**config.mk**
```make
export PLATFORM = sky130hd
export DESIGN_NAME = dcs_timing_top
export DESIGN_NICKNAME = d
export VERILOG_FILES = /design/src/inc/dcs_pkg.sv /design/src/rtl/dcs_gap_timer.sv /design/src/rtl/dcs_timing_top.sv
export VERILOG_INCLUDE_DIRS = /design/src /design/src/inc
export SDC_FILE = /design/constraint.sdc
export NUM_CORES = 1
export LEC_CHECK = 0
export BUFFER_PORTS_ARGS = -buffer_cell sky130_fd_sc_hd__buf_2
export CAP_MARGIN = 20
export CORE_MARGIN = 10
export CORE_UTILIZATION = 50
export DETAILED_ROUTE_END_ITERATION = 8
export PLACE_DENSITY = 0.82
export RECOVER_POWER = 50
export SYNTH_ARGS = -nofsm -noshare
export SYNTH_HDL_FRONTEND = slang
export SYNTH_SLANG_ARGS = --single-unit
export TNS_END_PERCENT = 20
```
**constraint.sdc**
```tcl
create_clock -name clock_in -period 3.55 [get_ports clock_in]
set_input_delay 0.1775 -clock clock_in [delete_from_list [all_inputs] [get_ports clock_in]]
set_output_delay 0.1775 -clock clock_in [all_outputs]
set_load 0.005 [all_outputs]
```
**src/inc/dcs_cfg.svh**
```systemverilog
// Function
// - same-row write-to-read delay fixed one clock
// - precharge waits write recovery: 2 or 3
// - cross-row write-to-read spacing 4/3/2 clocks
// - write data starts one clock after write
`ifndef DCS_CFG_SVH
`define DCS_CFG_SVH

// register map
`define DCS_TIMING_OFFSET 8'h60
`define DCS_TIMING_RESET  32'h18004425

// field positions of dram_command_timing
`define DCS_WTR_BIT       31
`define DCS_TWR_BIT       30
`define DCS_WRRD_HI       29
`define DCS_WRRD_LO       28

// spacing counts in clocks
`define DCS_WTR_CLKS      3'h1
`define DCS_TWR_SHORT     3'h2
`define DCS_TWR_LONG      3'h3
`define DCS_WRRD_ENC0     3'h4
`define DCS_WRRD_ENC1     3'h3
`define DCS_WRRD_ENC2     3'h2
`define DCS_DATA_LAG      1

`endif

```
**src/inc/dcs_pkg.sv**
```systemverilog
package dcs_pkg;

    localparam int DCS_BANK_W = 2;
    localparam int DCS_ROW_W  = 13;

    // command kinds seen by the spacing gate
    typedef enum logic [2:0] {
        dcs_nop = 3'h0,
        dcs_act = 3'h1,
        dcs_rd  = 3'h2,
        dcs_wr  = 3'h3,
        dcs_pre = 3'h4
    } dcs_kind_t;

    typedef struct packed {
        dcs_kind_t               kind;
        logic [DCS_BANK_W-1:0]   bank;
        logic [DCS_ROW_W-1:0]    row;
    } dcs_cmd_t;

endpackage : dcs_pkg

```
**src/rtl/dcs_gap_timer.sv**
```systemverilog
`timescale 1ns/1ps
// clocks elapsed since the last start, saturating
module dcs_gap_timer #(
    parameter int CNT_W = 3
) (
    input  wire logic             clock_in,
    input  wire logic             rstn_in,
    input  wire logic             start_in,
    output logic [CNT_W-1:0]      count_out
);
    // refuse a counter too narrow to saturate usefully
    if (CNT_W < 2) begin : g_bad_cnt
        $error("dcs_gap_timer: CNT_W too small");
    end

    logic [CNT_W-1:0] count_reg;
    wire              at_max = &count_reg;

    // reset reads as long ago, so nothing is held off
    always_ff @(posedge clock_in) begin
        if (!rstn_in)
            count_reg <= '1;
        else if (start_in)
            count_reg <= '0;
        else if (!at_max)
            count_reg <= count_reg + 1'b1;
    end

    assign count_out = count_reg;
endmodule : dcs_gap_timer

```
**src/rtl/dcs_timing_top.sv**
```systemverilog
`timescale 1ns/1ps
`include "dcs_cfg.svh"
// command spacing gate of the ddr controller
module dcs_timing_top
    import dcs_pkg::*;
#(
    parameter int NUM_BANKS = 4,
    parameter int CNT_W     = 3
) (
    input  wire logic          clock_in,
    input  wire logic          rstn_in,
    // scheduler request, held until accepted
    input  wire logic          cmd_valid_in,
    input  wire dcs_cmd_t      cmd_in,
    output logic               cmd_accept_out,
    // command toward the memory
    output logic               issue_valid_out,
    output dcs_cmd_t           issue_cmd_out,
    output logic               write_data_start_out,
    // configuration register port
    input  wire logic          reg_wr_in,
    input  wire logic          reg_rd_in,
    input  wire logic [7:0]    reg_addr_in,
    input  wire logic [3:0]    reg_be_in,
    input  wire logic [31:0]   reg_wdata_in,
    output logic [31:0]        reg_rdata_out
);
    // refuse sizes the logic cannot serve
    if (NUM_BANKS < 1 || NUM_BANKS > (1 << DCS_BANK_W)) begin : g_bad_banks
        $error("dcs_timing_top: NUM_BANKS out of range");
    end
    if (CNT_W < 3) begin : g_bad_cnt
        $error("dcs_timing_top: CNT_W must hold the longest spacing");
    end

    logic [31:0]           timing_reg;
    logic [31:0]           timing_next;
    logic [31:0]           rdata_reg;
    logic                  accept_reg;
    logic                  issue_valid_reg;
    dcs_cmd_t              issue_cmd_reg;
    logic                  data_start_reg;
    logic                  last_wr_valid_reg;
    logic [DCS_BANK_W-1:0] last_bank_reg;
    logic [DCS_ROW_W-1:0]  last_row_reg;
    logic [CNT_W-1:0]      wr_count;
    logic [CNT_W-1:0]      bank_count [NUM_BANKS];

    // register decode
    wire reg_hit   = (reg_addr_in == `DCS_TIMING_OFFSET);
    wire reg_write = reg_wr_in & reg_hit;
    wire reg_read  = reg_rd_in;

    // byte-lane merge of a register write
    always_comb begin
        timing_next = timing_reg;
        for (int i = 0; i < 4; i++) begin
            if (reg_be_in[i])
                timing_next[i*8 +: 8] = reg_wdata_in[i*8 +: 8];
        end
    end

    always_ff @(posedge clock_in) begin
        if (!rstn_in)
            timing_reg <= `DCS_TIMING_RESET;
        else if (reg_write)
            timing_reg <= timing_next;
    end

    // read data, unmapped offsets read zero
    always_ff @(posedge clock_in) begin
        if (!rstn_in)
            rdata_reg <= 32'h0000_0000;
        else if (reg_read)
            rdata_reg <= reg_hit ? timing_reg : 32'h0000_0000;
    end

    // same-row delay, reserved code treated as one clock
    wire [2:0] wtr_need = `DCS_WTR_CLKS;

    wire [2:0] twr_need = timing_reg[`DCS_TWR_BIT] ? `DCS_TWR_LONG : `DCS_TWR_SHORT;

    // cross-row spacing, reserved code held to the widest
    wire [1:0] wrrd_code = timing_reg[`DCS_WRRD_HI:`DCS_WRRD_LO];
    wire [2:0] wrrd_need = (wrrd_code == 2'h1) ? `DCS_WRRD_ENC1 :
                           (wrrd_code == 2'h2) ? `DCS_WRRD_ENC2 : `DCS_WRRD_ENC0;

    // request classification
    wire is_rd    = (cmd_in.kind == dcs_rd);
    wire is_wr    = (cmd_in.kind == dcs_wr);
    wire is_pre   = (cmd_in.kind == dcs_pre);
    wire is_nop   = (cmd_in.kind == dcs_nop);
    wire same_row = last_wr_valid_reg & (cmd_in.bank == last_bank_reg) & (cmd_in.row == last_row_reg);

    // counts are zero in the issue cycle, a request goes out one clock later
    wire [2:0]       rd_need    = same_row ? wtr_need : wrrd_need;
    wire [CNT_W-1:0] rd_thresh  = CNT_W'(rd_need - 3'h1);
    wire [CNT_W-1:0] pre_thresh = CNT_W'(twr_need - 3'h1);
    wire [CNT_W-1:0] pre_count  = (int'(cmd_in.bank) < NUM_BANKS) ? bank_count[cmd_in.bank] : '1;

    wire rd_ok  = (wr_count >= rd_thresh);
    wire pre_ok = (pre_count >= pre_thresh);

    wire allowed   = is_rd ? rd_ok : (is_pre ? pre_ok : 1'b1);
    wire accept    = cmd_valid_in & ~is_nop & allowed & ~accept_reg;
    wire wr_accept = accept & is_wr;

    // time since the last write on any bank
    dcs_gap_timer #(.CNT_W(CNT_W)) u_wr_timer (
        .clock_in  (clock_in),
        .rstn_in   (rstn_in),
        .start_in  (wr_accept),
        .count_out (wr_count)
    );

    // time since the last write to each bank
    for (genvar b = 0; b < NUM_BANKS; b++) begin : g_bank
        wire bank_start = wr_accept & (int'(cmd_in.bank) == b);
        dcs_gap_timer #(.CNT_W(CNT_W)) u_bank_timer (
            .clock_in  (clock_in),
            .rstn_in   (rstn_in),
            .start_in  (bank_start),
            .count_out (bank_count[b])
        );
    end

    // last write target, for the same-row test
    always_ff @(posedge clock_in) begin
        if (!rstn_in) begin
            last_wr_valid_reg <= 1'b0;
            last_bank_reg     <= '0;
            last_row_reg      <= '0;
        end else if (wr_accept) begin
            last_wr_valid_reg <= 1'b1;
            last_bank_reg     <= cmd_in.bank;
            last_row_reg      <= cmd_in.row;
        end
    end

    // issue stage, one clock after acceptance
    always_ff @(posedge clock_in) begin
        if (!rstn_in) begin
            accept_reg      <= 1'b0;
            issue_valid_reg <= 1'b0;
            issue_cmd_reg   <= '0;
        end else begin
            accept_reg      <= accept;
            issue_valid_reg <= accept;
            issue_cmd_reg   <= accept ? cmd_in : '0;
        end
    end

    // data one clock after the write
    always_ff @(posedge clock_in) begin
        if (!rstn_in)
            data_start_reg <= 1'b0;
        else
            data_start_reg <= issue_valid_reg & (issue_cmd_reg.kind == dcs_wr);
    end

    assign cmd_accept_out       = accept_reg;
    assign issue_valid_out      = issue_valid_reg;
    assign issue_cmd_out        = issue_cmd_reg;
    assign write_data_start_out = data_start_reg;
    assign reg_rdata_out        = rdata_reg;
endmodule : dcs_timing_top

```
Word-level counts from Yosys, hierarchy flattened. Index checks and enable logic that the tools add are counted.

Register bits after elaboration: 115. Bits of input ports: 67. Output and inout bits: 53. Word-level logic and storage cells: 92.

$add $sub $neg: 7. Magnitude comparators: 3. Eq/ne operators: 17. Mux-type cells: 20. Bitwise gates (word level): 15. Reduce and logical (&&, ||, !) cells: 12.

Operator list (count): 2-to-1 mux 3 bit (15); 2-to-1 mux 32 bit (1); adder 3 x 1 -> 3 bit (second input constant) (5); AND reduction 3 bit (5); == test 13 bit (1); bitwise AND 1 bit (12); != test 2 bit (second input constant) (5); AND reduction 2 bit (5); == test 3 x 2 -> 1 bit (second input constant) (3); == test 8 x 7 -> 1 bit (second input constant) (1); binary-select mux 3 bit (select 2 bit) (1); == test 2 bit (second input constant) (3); >= comparator 3 bit (2); == test 2 x 1 -> 1 bit (second input constant) (2); == test 3 bit (second input constant) (1); >= comparator 3 bit (second input constant) (1); zero test 3 bit (1); 2-to-1 mux 1 bit (3); NOT 2 -> 3 bit (1); subtractor 2 x 1 -> 3 bit (second input constant) (1); subtractor 3 x 1 -> 3 bit (second input constant) (1); == test 2 bit (1); zero test 2 bit (1); NOT 1 bit (2).

Longest topological paths before layout.
Depth in word-level cells: 12. Gate-level depth with buffers: 12. Gate-level depth less buffers: 10.

Hierarchy. From an unflattened synthesis, not the netlist that was laid out.

Cell total of the unflattened synthesis: 480. Area, all modules: 4758.3 um2.

By module, submodules not included: dcs_timing_top (times used 1, cells each 425, area an instance 4113.9 um2, sequential area each 2001.9 um2); dcs_gap_timer (times used 5, cells each 11, area an instance 128.9 um2, sequential area each 60.1 um2).

Worst setup path before layout. OpenSTA, ideal clock, no wires.

Kind: register to register. From: register last_row_reg[1]. To: register issue_cmd_reg (netlist bit issue_cmd_out[10]). Library setup time: 0.117 ns. Arrival time: 2.554 ns. Data required time: 3.433 ns. Slack: 0.878 ns. Cell stages (with the launch flop): 12. Path buffers: 1. Period minus slack after synthesis: 2.672 ns. Cells stage by stage: dfxtp_1 > xnor2_1 > nand4_1 > nor4_1 > or2_2 > ha_1 > ha_1 > a21o_1 > a21o_1 > a211oi_2 > buf_2 > nor2_1.

Word-level cells in the longest chain between the ends: 9.

RTL lines: start: declaration (RTL line dcs_timing_top.sv:45) `logic [DCS_ROW_W-1:0] last_row_reg;`; start signal: assignment (RTL line dcs_timing_top.sv:136) `last_row_reg <= cmd_in.row;`; == test 13 bit (RTL line dcs_timing_top.sv:93) `wire same_row = last_wr_valid_reg & (cmd_in.bank == last_bank_reg) & (cmd_in.row == last_row_reg);`; bitwise AND 1 bit (RTL line dcs_timing_top.sv:93); 2-to-1 mux 3 bit (RTL line dcs_timing_top.sv:96) `wire [2:0] rd_need = same_row ? wtr_need : wrrd_need;`; subtractor 3 x 1 -> 3 bit (RTL line dcs_timing_top.sv:97) `wire [CNT_W-1:0] rd_thresh = CNT_W'(rd_need - 3'h1);`; >= comparator 3 bit (RTL line dcs_timing_top.sv:101) `wire rd_ok = (wr_count >= rd_thresh);`; 2-to-1 mux 1 bit (RTL line dcs_timing_top.sv:104) `wire allowed = is_rd ? rd_ok : (is_pre ? pre_ok : 1'b1);`; bitwise AND 1 bit (2 in a row) (RTL line dcs_timing_top.sv:105) `wire accept = cmd_valid_in & ~is_nop & allowed & ~accept_reg;`; AND reduction 2 bit (no source line); end signal: assignment (RTL line dcs_timing_top.sv:149) `issue_cmd_reg <= accept ? cmd_in : '0;`; end: declaration (RTL line dcs_timing_top.sv:41) `dcs_cmd_t issue_cmd_reg;`.

No other way between the ends. A chain may end at the register's enable or synchronous reset.

Worst setup path in the final report.
From: input port cmd_in[14] (netlist bit). To: register issue_cmd_reg (netlist bit issue_cmd_out[3]).

Word-level cells in the longest chain between the ends: 10. Elaborated cells on any way between the ends: 16. Those cells by class: add/sub (1); order compare (2); eq/ne (1); mux (6); bitwise (5); reduce/logical (1).

RTL lines: start: declaration (RTL line dcs_timing_top.sv:14) `input wire dcs_cmd_t cmd_in,`; == test 2 bit or NOT 2 -> 3 bit (tied branches) (RTL line dcs_timing_top.sv:93, dcs_timing_top.sv:99); bitwise AND 1 bit or binary-select mux 3 bit (select 2 bit) (tied branches) (RTL line dcs_timing_top.sv:93, dcs_timing_top.sv:99); bitwise AND 1 bit or 2-to-1 mux 3 bit (tied branches) (RTL line dcs_timing_top.sv:93, dcs_timing_top.sv:99); 2-to-1 mux 3 bit, on equally long branches (RTL line dcs_timing_top.sv:96, dcs_timing_top.sv:99); subtractor 3 x 1 -> 3 bit or >= comparator 3 bit (tied branches) (RTL line dcs_timing_top.sv:97, dcs_timing_top.sv:102); >= comparator 3 bit or 2-to-1 mux 1 bit (tied branches) (RTL line dcs_timing_top.sv:101, dcs_timing_top.sv:104); 2-to-1 mux 1 bit * (RTL line dcs_timing_top.sv:104); bitwise AND 1 bit * (2 in a row) (RTL line dcs_timing_top.sv:105); AND reduction 2 bit (no source line) *.

Every way passes the cells marked *; elsewhere a longest branch is shown, timed or not. The select of a mux whose other input is x is not followed.

==> impl_metrics.env <==
export IMPL_postRouteAntennaNets=0
export IMPL_rows=35
export IMPL_port_buffer_count=119
export IMPL_path_class="in -> reg"
export IMPL_fin_tns_setup_ns=0
export IMPL_cp_num_buf_inv=3
export IMPL_path_cells="dlygate4sd3_1 -> buf_2 -> xnor2_1 -> nand4_1 -> nor4_1 -> nor2_1 -> ha_1 -> ha_1 -> a21o_1 -> a21o_1 -> a211oi_2 -> buf_4 -> nor2_1"
export IMPL_cp_start_kind="input pin"
export IMPL_first_pass_iters=5
export IMPL_syn_inst=524
export IMPL_post_cts_setup_buffers=0
export IMPL_cp_max_fo=10
export IMPL_area_growth_pct=34.4
export IMPL_cts_made_buffers=17
export IMPL_fp_coreArea_sq_um=9280
export IMPL_fp_dieH_um=118
export IMPL_finalNetCount=769
export IMPL_yosys_warnings=0
export IMPL_worstPathRequired_ns=3.95
export IMPL_slowest_delay_ns=0.55
export IMPL_drt_wl_total_um=13300
export IMPL_async_reset_ff_frac=0
export IMPL_crit_family="buffers and inverters"
export IMPL_irDropWorstVdd_mv=0.321
export IMPL_insertion_delay_ns=0.51
export IMPL_min_path_type="in -> reg"
export IMPL_start_util=0.517
export IMPL_place_gp_congestion=0.842
export IMPL_fp_dieW_um=118
export IMPL_grt_ovfl_total=0
export IMPL_cts_root_buf="clkbuf_8"
export IMPL_grt_usage=0.185
export IMPL_grt_pass1_wl_um=21500
export IMPL_syn_nets=608
export IMPL_grt_pass1_vias=4465
export IMPL_final_cells=828
export IMPL_worst_pin_slew_ns=0.896
export IMPL_drv_cap=0
export IMPL_finalHoldViolCount=0
export IMPL_via_count=4354
export IMPL_period_needed_ns=3.29
export IMPL_nFillCells=712
export IMPL_drt_vias_per_instance=5.26
export IMPL_crit_path_end_kind="flop"
export IMPL_clk_pin_slew_ns=0.06
export IMPL_crit_slowest_cell="nor4_1"
export IMPL_relSlewSlack=0.402
export IMPL_rsz0062_at_grt="false"
export IMPL_cp_data_arrival_time_ns=3.69
export IMPL_grt_max_degree=98
export IMPL_netlist_area_sq_um=4800
export IMPL_drc=0
export IMPL_period_share=0.927
export IMPL_setup_viol=0
export IMPL_dp_cells=745
export IMPL_fmax_mhz=304
export IMPL_die_area_sq_um=13900
export IMPL_ys_types=40
export IMPL_yosys_register_bits=115
export IMPL_htree_levels=4
export IMPL_yosysSeqAreaShare=0.479
export IMPL_skew_ns=0.00934
export IMPL_hold_buffers=50
export IMPL_slew_viol_final=0
export IMPL_cts_path_max_buffers=2
export IMPL_dp_hpwl_um=8460
export IMPL_drt_iter0_drc=285
export IMPL_cts_tree="done"
export IMPL_p_leak_nw=2.50
export IMPL_drive_gt1_frac=0.168
export IMPL_synth_edff_count=0
export IMPL_pin_count=120
export IMPL_synth_top_flop_cell="dfxtp_1"
export IMPL_synth_avg_cell_area_sq_um=9.17
export IMPL_status="finished, final reports clean"
export IMPL_clock_sinks=115
export IMPL_ctsResizeCount=0
export IMPL_antenna_found_initial=1
export IMPL_wl_per_cell_um=16.1
export IMPL_power_density_nw_per_um2=565
==> report_power, final <==
| part | internal, mW | leakage (nW) | total [mW] | switching [mW] |
|---|---|---|---|---|
| Sequential | 1.38 | 0.933 | 1.44 | 0.0670 |
| Combinational | 0.305 | 1.30 | 0.576 | 0.271 |
| Clock | 1.00 | 0.271 | 1.62 | 0.623 |
==> path summary, 6_finish.rpt <==
| check | slack [ns] | from | endpoint | depth (start not counted) |
|---|---|---|---|---|
| worst min-delay path | 0.02 | reg_be_in[0] | timing_reg[1] | 3 |
| worst min register to register | 0.42 | issue_cmd_out[17] | write_data_start_out | 1 |
| worst max register to register | 0.29 | last_row_reg[3] | issue_cmd_out[3] | 11 |
| worst max-delay path | 0.26 | cmd_in[14] | issue_cmd_out[3] | 13 |
==> metrics by stage <==
step	hold WS (ns)	area (sq um)	utilization	power (mW)	setup WS, ns
final	0.0210	6450	0.695	3.64	0.258
after global routing	0.0277	6450	0.695	3.81	0.216
after CTS	0.00127	6520	0.702	3.67	0.372
after detailed placement	0.403	5450	0.587	2.00	0.480
after global placement	0.403	5450	0.587	1.94	0.577
after floorplan	0.281	4800	-	1.84	0.878
==> synthesized netlist by cell type, types with 2 or more instances <==
cell type / instances / area (sq um)
nand4_1: 4 / 25.0
and3_1: 3 / 18.8
xor2_1: 5 / 43.8
o21ai_0: 15 / 75.1
nand3_1: 40 / 200
nor3_1: 2 / 10.0
dfxtp_1: 115 / 2300
xnor2_1: 16 / 140
mux2i_1: 10 / 100
nor2b_1: 66 / 413
nor2_1: 17 / 63.8
ha_1: 17 / 213
nor4_1: 2 / 12.5
nand2_2: 3 / 18.8
a21oi_1: 32 / 160
inv_1: 4 / 15.0
a21o_1: 2 / 15.0
mux4_1: 2 / 52.6
buf_6: 2 / 22.5
nand2_1: 79 / 297
buf_2: 11 / 55.1
a21boi_0: 40 / 300
clkbuf_1: 19 / 71.3
nor3b_1: 2 / 15.0
==> layout by cell type (no fill, tap or decap), types with 5 or more instances in the layout <==
cell type      instances
a21boi_0              40
a21oi_1               32
buf_2                 69
clkbuf_1              52
clkbuf_16             16
dfxtp_1              115
dlygate4sd3_1         50
ha_1                  17
mux2i_1               10
nand2_1               79
nand3_1               40
nor2_1                17
nor2b_1               66
o21ai_0               15
xnor2_1               16
xor2_1                 5
==> per-layer routing <==
layer,GRT usage,wire length [um],share of wire
met1,0.190,5130,0.39
met4,0.0966,575,0.043
met3,0.0532,714,0.054
met2,0.332,6880,0.52
met5,0,0,0
==> logic make-up (layout without fill, tap and decap cells) <==
logic type               count (synthesis)  in the layout  synth area share
AND/OR/NAND/NOR                        228            228             0.241
flip-flops                             115            115             0.479
AO/OA/AOI/OAI                           93             93             0.125
buffers and inverters                   37            211            0.0357
XOR/XNOR                                21             21            0.0383
adder cells (fa/ha/maj)                 17             17            0.0443
multiplexers                            13             13            0.0365
other                                    0              1                 0
==> final cells by class <==
class,instances,area (sq um),area share
repair buffers,175,1070,0.166
multi-input cells,372,2330,0.361
well taps,129,161,0.0250
diodes,1,2.50,0.000388
clock buffers,17,414,0.0642
flip-flops and latches,115,2300,0.357
clock inverters,15,158,0.0244
inverters,4,15.0,0.00233
==> worst min-delay path: stages <==
cell,delay [ns]
buf_2,0.15
nand3_1,0.09
a21boi_0,0.06
Power figures use the tool's default switching activity.
